$ cat config.mk
export PLATFORM = sky130hd
export DESIGN_NAME = cfg_dma_regs
export DESIGN_NICKNAME = d
export VERILOG_FILES = /design/src/cfg_dma_pkg.sv /design/src/frame_engine_if.sv /design/src/frame_mover.sv /design/src/cfg_dma_regs.sv
export VERILOG_INCLUDE_DIRS = /design/src /design/src/src
export SDC_FILE = /design/constraint.sdc
export NUM_CORES = 1
export LEC_CHECK = 0
export BUFFER_PORTS_ARGS = -buffer_cell sky130_fd_sc_hd__buf_2
export CAP_MARGIN = 40
export CORE_ASPECT_RATIO = 1.4
export CORE_UTILIZATION = 33
export DETAILED_ROUTE_END_ITERATION = 8
export PLACE_DENSITY = 0.48
export SYNTH_ARGS = -nofsm -noshare
export SYNTH_HDL_FRONTEND = slang
export SYNTH_SLANG_ARGS = --single-unit
$ cat constraint.sdc
create_clock -name CLK_SYS_I -period 10.7 [get_ports CLK_SYS_I]
set_input_delay 2.14 -clock CLK_SYS_I [delete_from_list [all_inputs] [get_ports CLK_SYS_I]]
set_output_delay 2.14 -clock CLK_SYS_I [all_outputs]
set_load 0.1 [all_outputs]
$ cat src/cfg_dma_params.svh
// constants for the configuration dma register block
// assumes inclusion by bare name from src/
`ifndef CFG_DMA_PARAMS_SVH
`define CFG_DMA_PARAMS_SVH
// ==========================================================
// register byte offsets
`define OFS_CTRL 12'h000
`define OFS_ADDR 12'h004
`define OFS_COUNT 12'h008
`define OFS_HEADER 12'h00c
`define OFS_FLAGS 12'h010
`define OFS_MASK 12'h014
`define OFS_WAIT 12'h018
// ==========================================================
// control field positions
`define CTRL_START 0
`define CTRL_STOP 1
`define CTRL_TO_HDR 2
`define CTRL_HSEL 3
`define CTRL_HTRANS0 4
`define CTRL_HTRANS1 5
`define CTRL_HREADY 6
`define CTRL_XFR_PEND 7
`define CTRL_BRG_PEND 8
// ==========================================================
// flag positions
`define FLG_HERR 0
`define FLG_RXAV 1
`define FLG_BOVF 2
`define FLG_SPIM_LO 3
// ==========================================================
// reset values and count width
`define RST_MASK 3'h7
`define RST_WAIT 16'h01f4
`define RST_HREADY 1'b1
`define CNT_W 26
// ==========================================================
// answers
`define RESP_OKAY 2'h0
`define RESP_SLVERR 2'h2
`endif

$ cat src/cfg_dma_pkg.sv
// types for the configuration dma register block
// assumes cfg_dma_params.svh alongside
package cfg_dma_pkg;
   // ==========================================================
   // engine sequence
   typedef enum logic [2:0] {
      ENG_IDLE = 3'b001,
      ENG_REQ = 3'b010,
      ENG_WAIT = 3'b100
   } eng_state_t;
endpackage

$ cat src/frame_engine_if.sv
// carrier between register block and frame mover
// assumes one clock shared by both ends
`timescale 1ns/1ps
`default_nettype none
interface frame_engine_if;
   logic enable;
   logic to_header;
   logic [31:0] dest_addr;
   logic [25:0] last_index;
   logic stop;
   logic frame_done;
   logic run_done;
   logic ahb_err;
   logic [31:0] ahb_addr;
   logic ahb_write;
   logic xfr_pending;
   modport regs (output enable, to_header, dest_addr, last_index, stop,
      input frame_done, run_done, ahb_err, ahb_addr, ahb_write, xfr_pending);
   modport engine (input enable, to_header, dest_addr, last_index, stop,
      output frame_done, run_done, ahb_err, ahb_addr, ahb_write, xfr_pending);
endinterface
`default_nettype wire

$ cat src/frame_mover.sv
// frame mover: counts frames from the spi source to ahb or header
// assumes frames arrive as a valid strobe, ahb beats acked by hready
`timescale 1ns/1ps
`default_nettype none
module frame_mover (
   // clock and reset
   input wire logic clk_i,
   input wire logic rst_i,
   input wire logic ce_i,
   // frame source
   input wire logic frame_valid_i,
   // ahb master status
   input wire logic hready_i,
   input wire logic hresp_i,
   // register side
   frame_engine_if.engine eng
);
   // ==========================================================
   // state
   typedef struct packed {
      cfg_dma_pkg::eng_state_t st;
      logic [25:0] index;
      logic [31:0] addr;
   } mover_t;
   mover_t s_q, s_d;

   // sequence: wait frame, issue beat, wait hready
   always_comb begin
      s_d = s_q;
      eng.frame_done = 1'b0;
      eng.run_done = 1'b0;
      eng.ahb_err = 1'b0;
      case (s_q.st)
         cfg_dma_pkg::ENG_IDLE: begin
            if (eng.enable && frame_valid_i) begin
               s_d.st = cfg_dma_pkg::ENG_REQ;
            end
         end
         cfg_dma_pkg::ENG_REQ: begin
            // header steering skips the bus entirely
            if (eng.to_header) begin
               eng.frame_done = 1'b1;
               s_d.st = cfg_dma_pkg::ENG_IDLE;
            end else begin
               s_d.st = cfg_dma_pkg::ENG_WAIT;
            end
         end
         cfg_dma_pkg::ENG_WAIT: begin
            if (hready_i) begin
               eng.frame_done = 1'b1;
               eng.ahb_err = hresp_i;
               s_d.addr = s_q.addr + 32'h0000_0001;
               s_d.st = cfg_dma_pkg::ENG_IDLE;
            end
         end
         default: s_d.st = cfg_dma_pkg::ENG_IDLE;
      endcase
      if (eng.frame_done) begin
         // count plus one frames in total
         if (s_q.index == eng.last_index) begin
            eng.run_done = 1'b1;
            s_d.index = 26'h000_0000;
         end else begin
            s_d.index = s_q.index + 26'h000_0001;
         end
      end
      // disabled idle engine tracks the programmed start address
      if (!eng.enable && s_q.st == cfg_dma_pkg::ENG_IDLE) begin
         s_d.addr = eng.dest_addr;
         s_d.index = 26'h000_0000;
      end
      if (eng.stop) begin
         s_d.st = cfg_dma_pkg::ENG_IDLE;
         s_d.index = 26'h000_0000;
      end
   end

   assign eng.ahb_addr = s_q.addr;
   assign eng.ahb_write = (s_q.st == cfg_dma_pkg::ENG_WAIT);
   assign eng.xfr_pending = (s_q.st != cfg_dma_pkg::ENG_IDLE);

   always_ff @(posedge clk_i or posedge rst_i) begin
      if (rst_i) begin
         s_q <= '{st: cfg_dma_pkg::ENG_IDLE, index: 26'h000_0000,
            addr: 32'h0000_0000};
      end else if (ce_i) begin
         s_q <= s_d;
      end
   end
endmodule
`default_nettype wire

$ cat src/cfg_dma_regs.sv
// configuration dma register block with axi4-lite slave
// What this block does
// - registers 0x0-0xc blocked while engine or sequencer holds mux.
// - control bit 0 write one enables engine; reads enable.
// - control bit 1 write one stops, clears done; reads done.
// - control bit 2 steers data to ahb or header register.
// - control bits 3-6 mirror hsel, htrans, hready; hready resets one.
// - bit 7 engine pending, bit 8 bridge pending.
// - 32-bit destination address, reset zero.
// - count field holds frames minus one; engine moves count plus one.
// - header low 16 bits give boot size in 8-byte units minus one.
// - header bits 23:16 give spi clock divider.
// - header top byte gives part code; header resets zero.
// - flag 0 sets on ahb error, write one clears.
// - flag 1 read-only raw receive threshold.
// - flag 2 sets on bridge fifo overflow, write one clears.
// - flags 3-8 mirror spi master interrupts.
// - mask bits 0-2 keep flags 0-2 off the interrupt, reset to one.
// - 16-bit sequencer wait interval, reset 500 pclk cycles.
// assumes one clock, axi4-lite master, spi and ahb status at the pins
`timescale 1ns/1ps
`default_nettype none
`include "cfg_dma_params.svh"
module cfg_dma_regs (
   // clock and reset
   input wire logic CLK_SYS_I,
   input wire logic RST_I,
   input wire logic CE_I,
   // axi4-lite write
   input wire logic [11:0] AWADDR_I,
   input wire logic AWVALID_I,
   output logic AWREADY_O,
   input wire logic [31:0] WDATA_I,
   input wire logic [3:0] WSTRB_I,
   input wire logic WVALID_I,
   output logic WREADY_O,
   output logic [1:0] BRESP_O,
   output logic BVALID_O,
   input wire logic BREADY_I,
   // axi4-lite read
   input wire logic [11:0] ARADDR_I,
   input wire logic ARVALID_I,
   output logic ARREADY_O,
   output logic [31:0] RDATA_O,
   output logic [1:0] RRESP_O,
   output logic RVALID_O,
   input wire logic RREADY_I,
   // mux ownership
   input wire logic SEQ_MUX_SEL_I,
   // frame source and header capture
   input wire logic FRAME_VALID_I,
   input wire logic [7:0] FRAME_DATA_I,
   // ahb master status
   input wire logic HSEL_I,
   input wire logic [1:0] HTRANS_I,
   input wire logic HREADY_I,
   input wire logic HRESP_I,
   input wire logic BRIDGE_PENDING_I,
   input wire logic BRIDGE_OVERFLOW_I,
   // spi master interrupts, receive threshold first
   input wire logic RX_THRESH_I,
   input wire logic [5:0] SPIM_INTR_I,
   // outputs to the rest of the system
   output logic [31:0] AHB_ADDR_O,
   output logic AHB_WRITE_O,
   output logic [15:0] SEQ_WAIT_O,
   output logic IRQ_O
);
   // ==========================================================
   // state
   typedef struct packed {
      logic enable;
      logic done;
      logic to_header;
      logic [31:0] dest;
      logic [25:0] count;
      logic [31:0] header;
      logic herr;
      logic bovf;
      logic [2:0] mask;
      logic [15:0] wait_ival;
      logic hready_seen;
      logic aw_got;
      logic w_got;
      logic [11:0] aw_addr;
      logic [31:0] w_data;
      logic [3:0] w_strb;
      logic bvalid;
      logic [1:0] bresp;
      logic rvalid;
      logic [31:0] rdata;
      logic [1:0] rresp;
   } regs_t;
   regs_t s_q, s_d;

   frame_engine_if eng_if();
   logic mux_busy;
   logic do_write;
   logic do_read;
   logic [31:0] wmask;
   logic [31:0] ctrl_rd;
   logic [31:0] flag_rd;

   // ==========================================================
   // frame mover
   frame_mover frame_mover_inst (
      .clk_i(CLK_SYS_I),
      .rst_i(RST_I),
      .ce_i(CE_I),
      .frame_valid_i(FRAME_VALID_I),
      .hready_i(HREADY_I),
      .hresp_i(HRESP_I),
      .eng(eng_if.engine)
   );

   assign eng_if.enable = s_q.enable;
   assign eng_if.to_header = s_q.to_header;
   assign eng_if.dest_addr = s_q.dest;
   assign eng_if.last_index = s_q.count;
   // a software write of control bit 1 ends the run
   assign eng_if.stop = do_write && s_q.aw_addr == `OFS_CTRL
      && s_q.w_strb[0] && s_q.w_data[`CTRL_STOP] && !mux_busy;

   // mux held by our engine or by the sequencer
   assign mux_busy = eng_if.xfr_pending || SEQ_MUX_SEL_I;

   // ==========================================================
   // read views
   always_comb begin
      ctrl_rd = 32'h0000_0000;
      ctrl_rd[`CTRL_START] = s_q.enable;
      ctrl_rd[`CTRL_STOP] = s_q.done;
      ctrl_rd[`CTRL_TO_HDR] = s_q.to_header;
      ctrl_rd[`CTRL_HSEL] = HSEL_I;
      ctrl_rd[`CTRL_HTRANS0] = HTRANS_I[0];
      ctrl_rd[`CTRL_HTRANS1] = HTRANS_I[1];
      // inputs are unknown during reset, so hready shows one until seen
      ctrl_rd[`CTRL_HREADY] = s_q.hready_seen ? HREADY_I : `RST_HREADY;
      ctrl_rd[`CTRL_XFR_PEND] = eng_if.xfr_pending;
      ctrl_rd[`CTRL_BRG_PEND] = BRIDGE_PENDING_I;
      flag_rd = 32'h0000_0000;
      flag_rd[`FLG_HERR] = s_q.herr;
      flag_rd[`FLG_RXAV] = RX_THRESH_I;
      flag_rd[`FLG_BOVF] = s_q.bovf;
      flag_rd[`FLG_SPIM_LO +: 6] = SPIM_INTR_I;
   end

   // byte lanes into a bit mask
   always_comb begin
      wmask = {{8{s_q.w_strb[3]}}, {8{s_q.w_strb[2]}},
         {8{s_q.w_strb[1]}}, {8{s_q.w_strb[0]}}};
   end

   assign do_write = s_q.aw_got && s_q.w_got && !s_q.bvalid;
   assign do_read = ARVALID_I && !s_q.rvalid;

   // ==========================================================
   // next state
   always_comb begin
      s_d = s_q;
      s_d.hready_seen = 1'b1;
      // address and data taken in either order
      if (AWVALID_I && !s_q.aw_got) begin
         s_d.aw_got = 1'b1;
         s_d.aw_addr = {AWADDR_I[11:2], 2'b00};
      end
      if (WVALID_I && !s_q.w_got) begin
         s_d.w_got = 1'b1;
         s_d.w_data = WDATA_I;
         s_d.w_strb = WSTRB_I;
      end
      if (s_q.bvalid && BREADY_I) begin
         s_d.bvalid = 1'b0;
      end
      if (s_q.rvalid && RREADY_I) begin
         s_d.rvalid = 1'b0;
      end

      // header capture in place of bus writes
      // byte taken with its accepted strobe: the lane is gone a cycle later
      if (FRAME_VALID_I && s_q.enable && s_q.to_header
            && !eng_if.xfr_pending && !eng_if.stop) begin
         s_d.header = {FRAME_DATA_I, s_q.header[31:8]};
      end
      if (eng_if.run_done) begin
         s_d.enable = 1'b0;
         s_d.done = 1'b1;
      end

      // register writes
      if (do_write) begin
         s_d.aw_got = 1'b0;
         s_d.w_got = 1'b0;
         s_d.bvalid = 1'b1;
         s_d.bresp = `RESP_OKAY;
         case (s_q.aw_addr)
            `OFS_CTRL: begin
               if (mux_busy) begin
                  s_d.bresp = `RESP_SLVERR;
               end else if (s_q.w_strb[0]) begin
                  if (s_q.w_data[`CTRL_START]) begin
                     s_d.enable = 1'b1;
                  end
                  if (s_q.w_data[`CTRL_STOP]) begin
                     s_d.enable = 1'b0;
                     s_d.done = 1'b0;
                  end
                  s_d.to_header = s_q.w_data[`CTRL_TO_HDR];
               end
            end
            `OFS_ADDR: begin
               if (mux_busy) begin
                  s_d.bresp = `RESP_SLVERR;
               end else begin
                  s_d.dest = (s_q.dest & ~wmask) | (s_q.w_data & wmask);
               end
            end
            `OFS_COUNT: begin
               if (mux_busy) begin
                  s_d.bresp = `RESP_SLVERR;
               end else begin
                  s_d.count = (s_q.count & ~wmask[25:0])
                     | (s_q.w_data[25:0] & wmask[25:0]);
               end
            end
            `OFS_HEADER: begin
               if (mux_busy) begin
                  s_d.bresp = `RESP_SLVERR;
               end
            end
            `OFS_FLAGS: begin
               if (s_q.w_strb[0]) begin
                  if (s_q.w_data[`FLG_HERR]) begin
                     s_d.herr = 1'b0;
                  end
                  if (s_q.w_data[`FLG_BOVF]) begin
                     s_d.bovf = 1'b0;
                  end
               end
            end
            `OFS_MASK: begin
               if (s_q.w_strb[0]) begin
                  s_d.mask = s_q.w_data[2:0];
               end
            end
            `OFS_WAIT: begin
               s_d.wait_ival = (s_q.wait_ival & ~wmask[15:0])
                  | (s_q.w_data[15:0] & wmask[15:0]);
            end
            default: s_d.bresp = `RESP_SLVERR;
         endcase
      end

      // set wins over a clear in the same cycle
      if (eng_if.ahb_err) begin
         s_d.herr = 1'b1;
      end
      if (BRIDGE_OVERFLOW_I) begin
         s_d.bovf = 1'b1;
      end

      // register reads
      if (do_read) begin
         s_d.rvalid = 1'b1;
         s_d.rresp = `RESP_OKAY;
         s_d.rdata = 32'h0000_0000;
         case ({ARADDR_I[11:2], 2'b00})
            `OFS_CTRL: s_d.rdata = ctrl_rd;
            `OFS_ADDR: s_d.rdata = s_q.dest;
            `OFS_COUNT: s_d.rdata = {6'h00, s_q.count};
            `OFS_HEADER: s_d.rdata = s_q.header;
            `OFS_FLAGS: s_d.rdata = flag_rd;
            `OFS_MASK: s_d.rdata = {29'h0000_0000, s_q.mask};
            `OFS_WAIT: s_d.rdata = {16'h0000, s_q.wait_ival};
            default: s_d.rresp = `RESP_SLVERR;
         endcase
         // blocked registers answer an error with zero data
         if (mux_busy && ({ARADDR_I[11:2], 2'b00} == `OFS_CTRL
               || {ARADDR_I[11:2], 2'b00} == `OFS_ADDR
               || {ARADDR_I[11:2], 2'b00} == `OFS_COUNT
               || {ARADDR_I[11:2], 2'b00} == `OFS_HEADER)) begin
            s_d.rdata = 32'h0000_0000;
            s_d.rresp = `RESP_SLVERR;
         end
      end
   end

   // ==========================================================
   // registers
   always_ff @(posedge CLK_SYS_I or posedge RST_I) begin
      if (RST_I) begin
         s_q <= '0;
         s_q.mask <= `RST_MASK;
         s_q.wait_ival <= `RST_WAIT;
      end else if (CE_I) begin
         s_q <= s_d;
      end
   end

   // ==========================================================
   // outputs
   assign AWREADY_O = !s_q.aw_got;
   assign WREADY_O = !s_q.w_got;
   assign BVALID_O = s_q.bvalid;
   assign BRESP_O = s_q.bresp;
   assign ARREADY_O = !s_q.rvalid;
   assign RVALID_O = s_q.rvalid;
   assign RDATA_O = s_q.rdata;
   assign RRESP_O = s_q.rresp;
   assign AHB_ADDR_O = eng_if.ahb_addr;
   assign AHB_WRITE_O = eng_if.ahb_write;
   assign SEQ_WAIT_O = s_q.wait_ival;
   // raw flags gated by mask
   assign IRQ_O = |({s_q.bovf, RX_THRESH_I, s_q.herr} & ~s_q.mask);
endmodule
`default_nettype wire

* Word-level counts from Yosys, hierarchy flattened
Index checks and enable logic that the tools add are counted.
** Cells by class
- Equal/unequal tests :: 19
- Bitwise logic cells :: 15
- Reduce and logical (&&, ||, !) cells :: 69
- $add $sub $neg :: 2
- Mux-type cells :: 51
** Operators by type and width (count)
- one-hot mux 32 bit (7 select lines) :: 1
- two-way mux 32 bit :: 4
- two-way mux 26 bit :: 4
- AND 32 bit :: 2
- two-way mux 61 bit :: 1
- equality test 10 x 3 -> 1 bit (second input constant) :: 6
- two-way mux 58 bit :: 1
- AND 26 bit :: 2
- equality test 10 x 2 -> 1 bit (second input constant) :: 4
- two-way mux 35 bit :: 1
- two-way mux 34 bit :: 1
- adder 32 x 1 -> 32 bit (second input constant) :: 1
- AND 16 bit :: 2
- NOT 32 bit :: 1
- bitwise OR 32 bit :: 1
- two-way mux 29 bit :: 1
- nonzero test 2 bit :: 14
- two-way mux 3 bit :: 9
- adder 26 x 1 -> 26 bit (second input constant) :: 1
- equality test 26 bit :: 1
- NOT 26 bit :: 1
- bitwise OR 26 bit :: 1
- two-way mux 21 bit :: 1
- equality test 10 x 1 -> 1 bit (second input constant) :: 2
- other kinds (30) :: 93
** Word-level totals
- Input port bits :: 92
- Flip-flop bits (word level) :: 262

* Logic depth before layout (Yosys ltp)
- Depth after elaboration :: 10
- Mapped depth :: 9
- Depth with buffers taken out :: 7

* Hierarchy
A second synthesis with hierarchy kept.
** Second synthesis, totals
- Cell total of the unflattened synthesis :: 1213
- Area, all modules :: 13407.9 um^2
** By module, submodules not included
- cfg_dma_regs :: cells each 704, instances 1, sequential area each 4991.0 um^2, area each 9105.0 um^2
- frame_mover :: cells each 509, instances 1, sequential area each 1527.7 um^2, area each 4302.9 um^2

* Least setup slack after synthesis
OpenSTA, ideal clock, no wires.
- Path kind :: input -> output
- From :: input RX_THRESH_I
- To :: output IRQ_O
- Setup slack :: 4.911 ns
- Data required time :: 8.560 ns
- Path buffers :: 0
- Arrival :: 3.649 ns
- Cell stages on the path :: 2
- Cell sequence :: inv_1 -> o221ai_1
** On the way
- Longest elaborated chain between the ends :: 2
** RTL lines
- from (decl) :: RTL line cfg_dma_regs.sv:61 : input wire logic RX_THRESH_I,
- AND 3 bit :: RTL line cfg_dma_regs.sv:314 : assign IRQ_O = |({s_q.bovf, RX_THRESH_I, s_q.herr} & ~s_q.mask);
- OR reduction 3 bit :: RTL line cfg_dma_regs.sv:314
- to (decl) :: RTL line cfg_dma_regs.sv:67 : output logic IRQ_O
Every way passes these cells.

* Final worst setup path
Same ends and word-level chain as after synthesis.

==> implementation parameters <==
Parameter                              Value

Die
  Die area ... 39780 um^2
  Standard cell core area ... 38390 um^2
  Die Y-Extent ... about 240 um
  Count of boundary I/O pins ... 183
  Starting utilization of the core area ... 0.3350
  Row count ... 85
  Die outline width ... 168.8 um

STA
  RSZ-0062 raised after global routing ... no
  Hold violation total from the final report ... 0
  Final worst-path setup slack ... approximately 5500 ps
  Slew @ Worst Pin ... between 800 and 900 ps
  Setup violation total in the final timing report ... 0
  Setup total negative slack ... 0 ps
  Total count of max-transition violations in the final report ... 0
  Worst relative slew slack ... 0.4363
  Final clock skew ... roughly 27 ps
  Part of the cycle the worst path needs ... 0.4866
  Highest achievable clock rate ... 192.1 MHz
  Clock period minus final worst setup slack ... approximately 5200 ps

Setup path
  Critical Path Source ... RX_THRESH_I
  Crit Path Max Fanout ... 2
  Data required time of the worst path ... around 8600 ps
  Number of buffers and inverters on the critical path ... 3
  Crit path capture type ... output port
  Startpoint type of the worst setup path ... input port
  Critical Path Max Stage Delay ... a little under 500 ps
  Slowest CP cell ... sky130_fd_sc_hd__buf_2
  Most frequent CP cell ... sky130_fd_sc_hd__buf_2
  Worst path cell trace ... buf_2, inv_1, o221ai_1, buf_2
  Critical setup path kind ... input port to output port
  Number of cells on the worst reg-to-reg path ... 7
  Worst reg2reg setup slack ... roughly 7300 ps
  R2r endpoint ... frame_mover_inst.s_q[45]
  Worst path arrival time ... approximately 3000 ps
  Reg-to-Reg Start ... frame_mover_inst.s_q[58]
  Cell type group with the largest total delay on the critical path ... buffers and inverters

Synth
  Syn Inst Count ... roughly 1200
  Post-synth EDFFs ... 0
  Yosys warning count ... 0
  Proportion of synthesized chip area in sequential cells ... 0.5069
  Average cell area after synthesis ... approximately 11 um^2
  Ys flop type ... sky130_fd_sc_hd__dfrtp_1
  Cell taking the most area after synthesis ... sky130_fd_sc_hd__dfrtp_1
  Fraction of synthesized cell area taken by the top area cell type ... 0.4864
  Biggest area contributors in the synthesized netlist ... sky130_fd_sc_hd__dfrtp_1 (49%), sky130_fd_sc_hd__mux2_2 (14%), sky130_fd_sc_hd__buf_4 (4.9%)
  Async SR Flop Fraction ... 1.000
  #FFs+latches synth ... 260
  Yosys cell types ... 67
  Combined area of all synthesized cells ... 12860 um^2

Place
  Worst slack at placement ... approximately 5500 ps
  Half-perimeter wire length after placement ... around 28 mm
  Global placement routability congestion ... 0.8150
  Port Buffer Count ... 176

Layout
  Area taken by flip-flops and latches ... 6519 um^2
  Leading cell types in the layout, fill and taps excluded ... sky130_fd_sc_hd__dfrtp_1 (250), sky130_fd_sc_hd__buf_2 (176), sky130_fd_sc_hd__mux2_2 (156), sky130_fd_sc_hd__nand2_1 (108), sky130_fd_sc_hd__o21ai_0 (72)
  Number of inserted filler cells in the final layout ... slightly below 4000
  Total number of nets in the final design ... 1360
  Leading cell type in the layout, fill and taps excluded ... sky130_fd_sc_hd__dfrtp_1
  Total area of multi-input combinational cells ... between 5000 and 6000 um^2
  Layout-stage area growth over the synthesis result ... 14.06%
  Proportion of layout cells with a drive suffix above 1 ... 0.3313

GRT
  Vias in the first global route ... between 9000 and 10000
  Total routing usage reported by global routing ... 0.1952
  Largest net degree at the start of global routing ... 109
  Wire length of the first global-routing pass ... between 50 and 60 mm
  Overall overflow remaining after global route ... 0
  Initial antenna violation count ... 1

Drt
  Via Count ... 9426
  Number of DRC markers in iteration 0 ... ~640
  Pre-antenna DRT Iters ... 6
  Antenna violation net count after detailed routing ... 0
  Via/cell ratio ... about 5.2
  DRC errors left ... 0
  Routed length per instance ... 21.26 um
  Final Routed Wirelength ... 38.46 mm

Power
  Leakage dissipation ... roughly 6.7 nW
  Maximum resistive drop on vdd ... 0.1215 mV
  Power density over the cells ... ~220 nW/um^2
  Design Power ... approximately 3.2 mW

Worst hold path
  Hold Crit Depth ... 2
  Worst Hold Path EP ... RDATA_O[2]
  Startpoint of the worst hold path ... RDATA_O[2]
  Type of the tightest min-delay check ... register to register

CTS
  Worst-path clk slew ... roughly 60 ps
  Number of buffers inserted during clock tree synthesis ... 27
  Master cell of the clock root buffer ... sky130_fd_sc_hd__clkbuf_16
  Latest clock arrival within the worst-skew pair ... 570 ps
  Number of sinks handled by clock tree synthesis ... 260
  TritonCTS clock tree ... built
  Cells resized by post-CTS repair ... 0
  Clock tree buffer depth ... 3
  CTS H-Tree Depth ... 1
  Setup repair bufs after CTS ... 0
  CTS Hold Buffers Added ... 0

Flow run
  Total of max-cap violations ... 0

Run status
  Run status ... complete, no violations
==> logic make-up after synthesis <==
kind of cell	count (synthesis)	share of synthesized area
AND/OR/NAND/NOR	307	0.1229
flip-flops	260	0.5069
AO/OA/AOI/OAI	252	0.1241
multiplexers	168	0.1498
buffers and inverters	164	0.07296
XOR/XNOR	31	0.02111
adder cells (fa/ha/maj)	2	0.001945
other	1	0.0002916
==> worst max path at each step <==
stage,cells past startpoint,end
2_1_floorplan,1,BRESP_O[1]
3_3_place_gp,4,IRQ_O
3_5_place_dp,4,IRQ_O
4_1_cts,4,IRQ_O
5_1_grt,4,IRQ_O
6_report,4,IRQ_O
==> stage by stage <==
stage,instances,utilization,instance area (um^2),hold WS (ps)
2_1_floorplan,1186,-,12860,437.4
3_3_place_gp,1754,0.3561,13670,459.8
3_5_place_dp,1759,0.3585,13760,465.0
4_1_cts,1808,0.3820,14670,479.7
5_1_grt,1809,0.3821,14670,505.2
6_report,1809,0.3821,14670,479.8
==> per-layer routing <==
layer / part of all wire / vias to the layer above / GRT usage
li1: - / 4397 / -
met5: 0 / - / 0
met4: 0.035 / 0 / 0.07796
met3: 0.045 / 60 / 0.02404
met2: 0.50 / 242 / 0.3366
met1: 0.42 / 4727 / 0.2462
==> synth_stat cells, types with 5 or more instances <==
cell                         n
sky130_fd_sc_hd__dfrtp_1   250
sky130_fd_sc_hd__mux2_2    156
sky130_fd_sc_hd__nand2_1   108
sky130_fd_sc_hd__buf_4      84
sky130_fd_sc_hd__o21ai_0    73
sky130_fd_sc_hd__a21oi_1    66
sky130_fd_sc_hd__nor2_1     52
sky130_fd_sc_hd__clkbuf_1   50
sky130_fd_sc_hd__nand3_1    29
sky130_fd_sc_hd__inv_1      22
sky130_fd_sc_hd__nand4_1    20
sky130_fd_sc_hd__o22ai_1    18
sky130_fd_sc_hd__xnor2_1    18
sky130_fd_sc_hd__or3_1      16
sky130_fd_sc_hd__nor3_1     15
sky130_fd_sc_hd__xor2_1     13
sky130_fd_sc_hd__a222oi_1   12
sky130_fd_sc_hd__a31oi_1    12
sky130_fd_sc_hd__and3_1     11
sky130_fd_sc_hd__dfstp_2    10
sky130_fd_sc_hd__a221oi_1    9
sky130_fd_sc_hd__a22o_1      9
sky130_fd_sc_hd__nor4_1      9
sky130_fd_sc_hd__mux2i_1     8
sky130_fd_sc_hd__a211oi_1    7
sky130_fd_sc_hd__a21o_1      6
sky130_fd_sc_hd__a22oi_1     6
sky130_fd_sc_hd__a32oi_1     6
sky130_fd_sc_hd__and4_1      6
sky130_fd_sc_hd__buf_2       6
sky130_fd_sc_hd__nor3b_1     5
sky130_fd_sc_hd__or4_1       5
==> where the power goes <==
group	internal (mW)	switching (mW)	total (mW)
registers	1.14	0.201	1.34
logic	0.212	0.627	0.840
clock network	0.558	0.416	0.974
total	1.91	1.24	3.16
==> tightest hold or removal path, cell delays in order (launching register included) <==
cell and delay [ps]:
sky130_fd_sc_hd__dfrtp_1 340, sky130_fd_sc_hd__nand2_1 50, sky130_fd_sc_hd__o21ai_0 60
==> cell type report <==
cell class | count | area share
inverter | 22 | 0.006141
multi-input combinational | 762 | 0.3707
clock buffer | 39 | 0.05322
tap | 522 | 0.04452
sequential | 260 | 0.4444
antenna | 1 | 0.0001706
timing repair buffer | 193 | 0.07259
clock inverter | 10 | 0.008274
(Power assumes the default switching activity.)
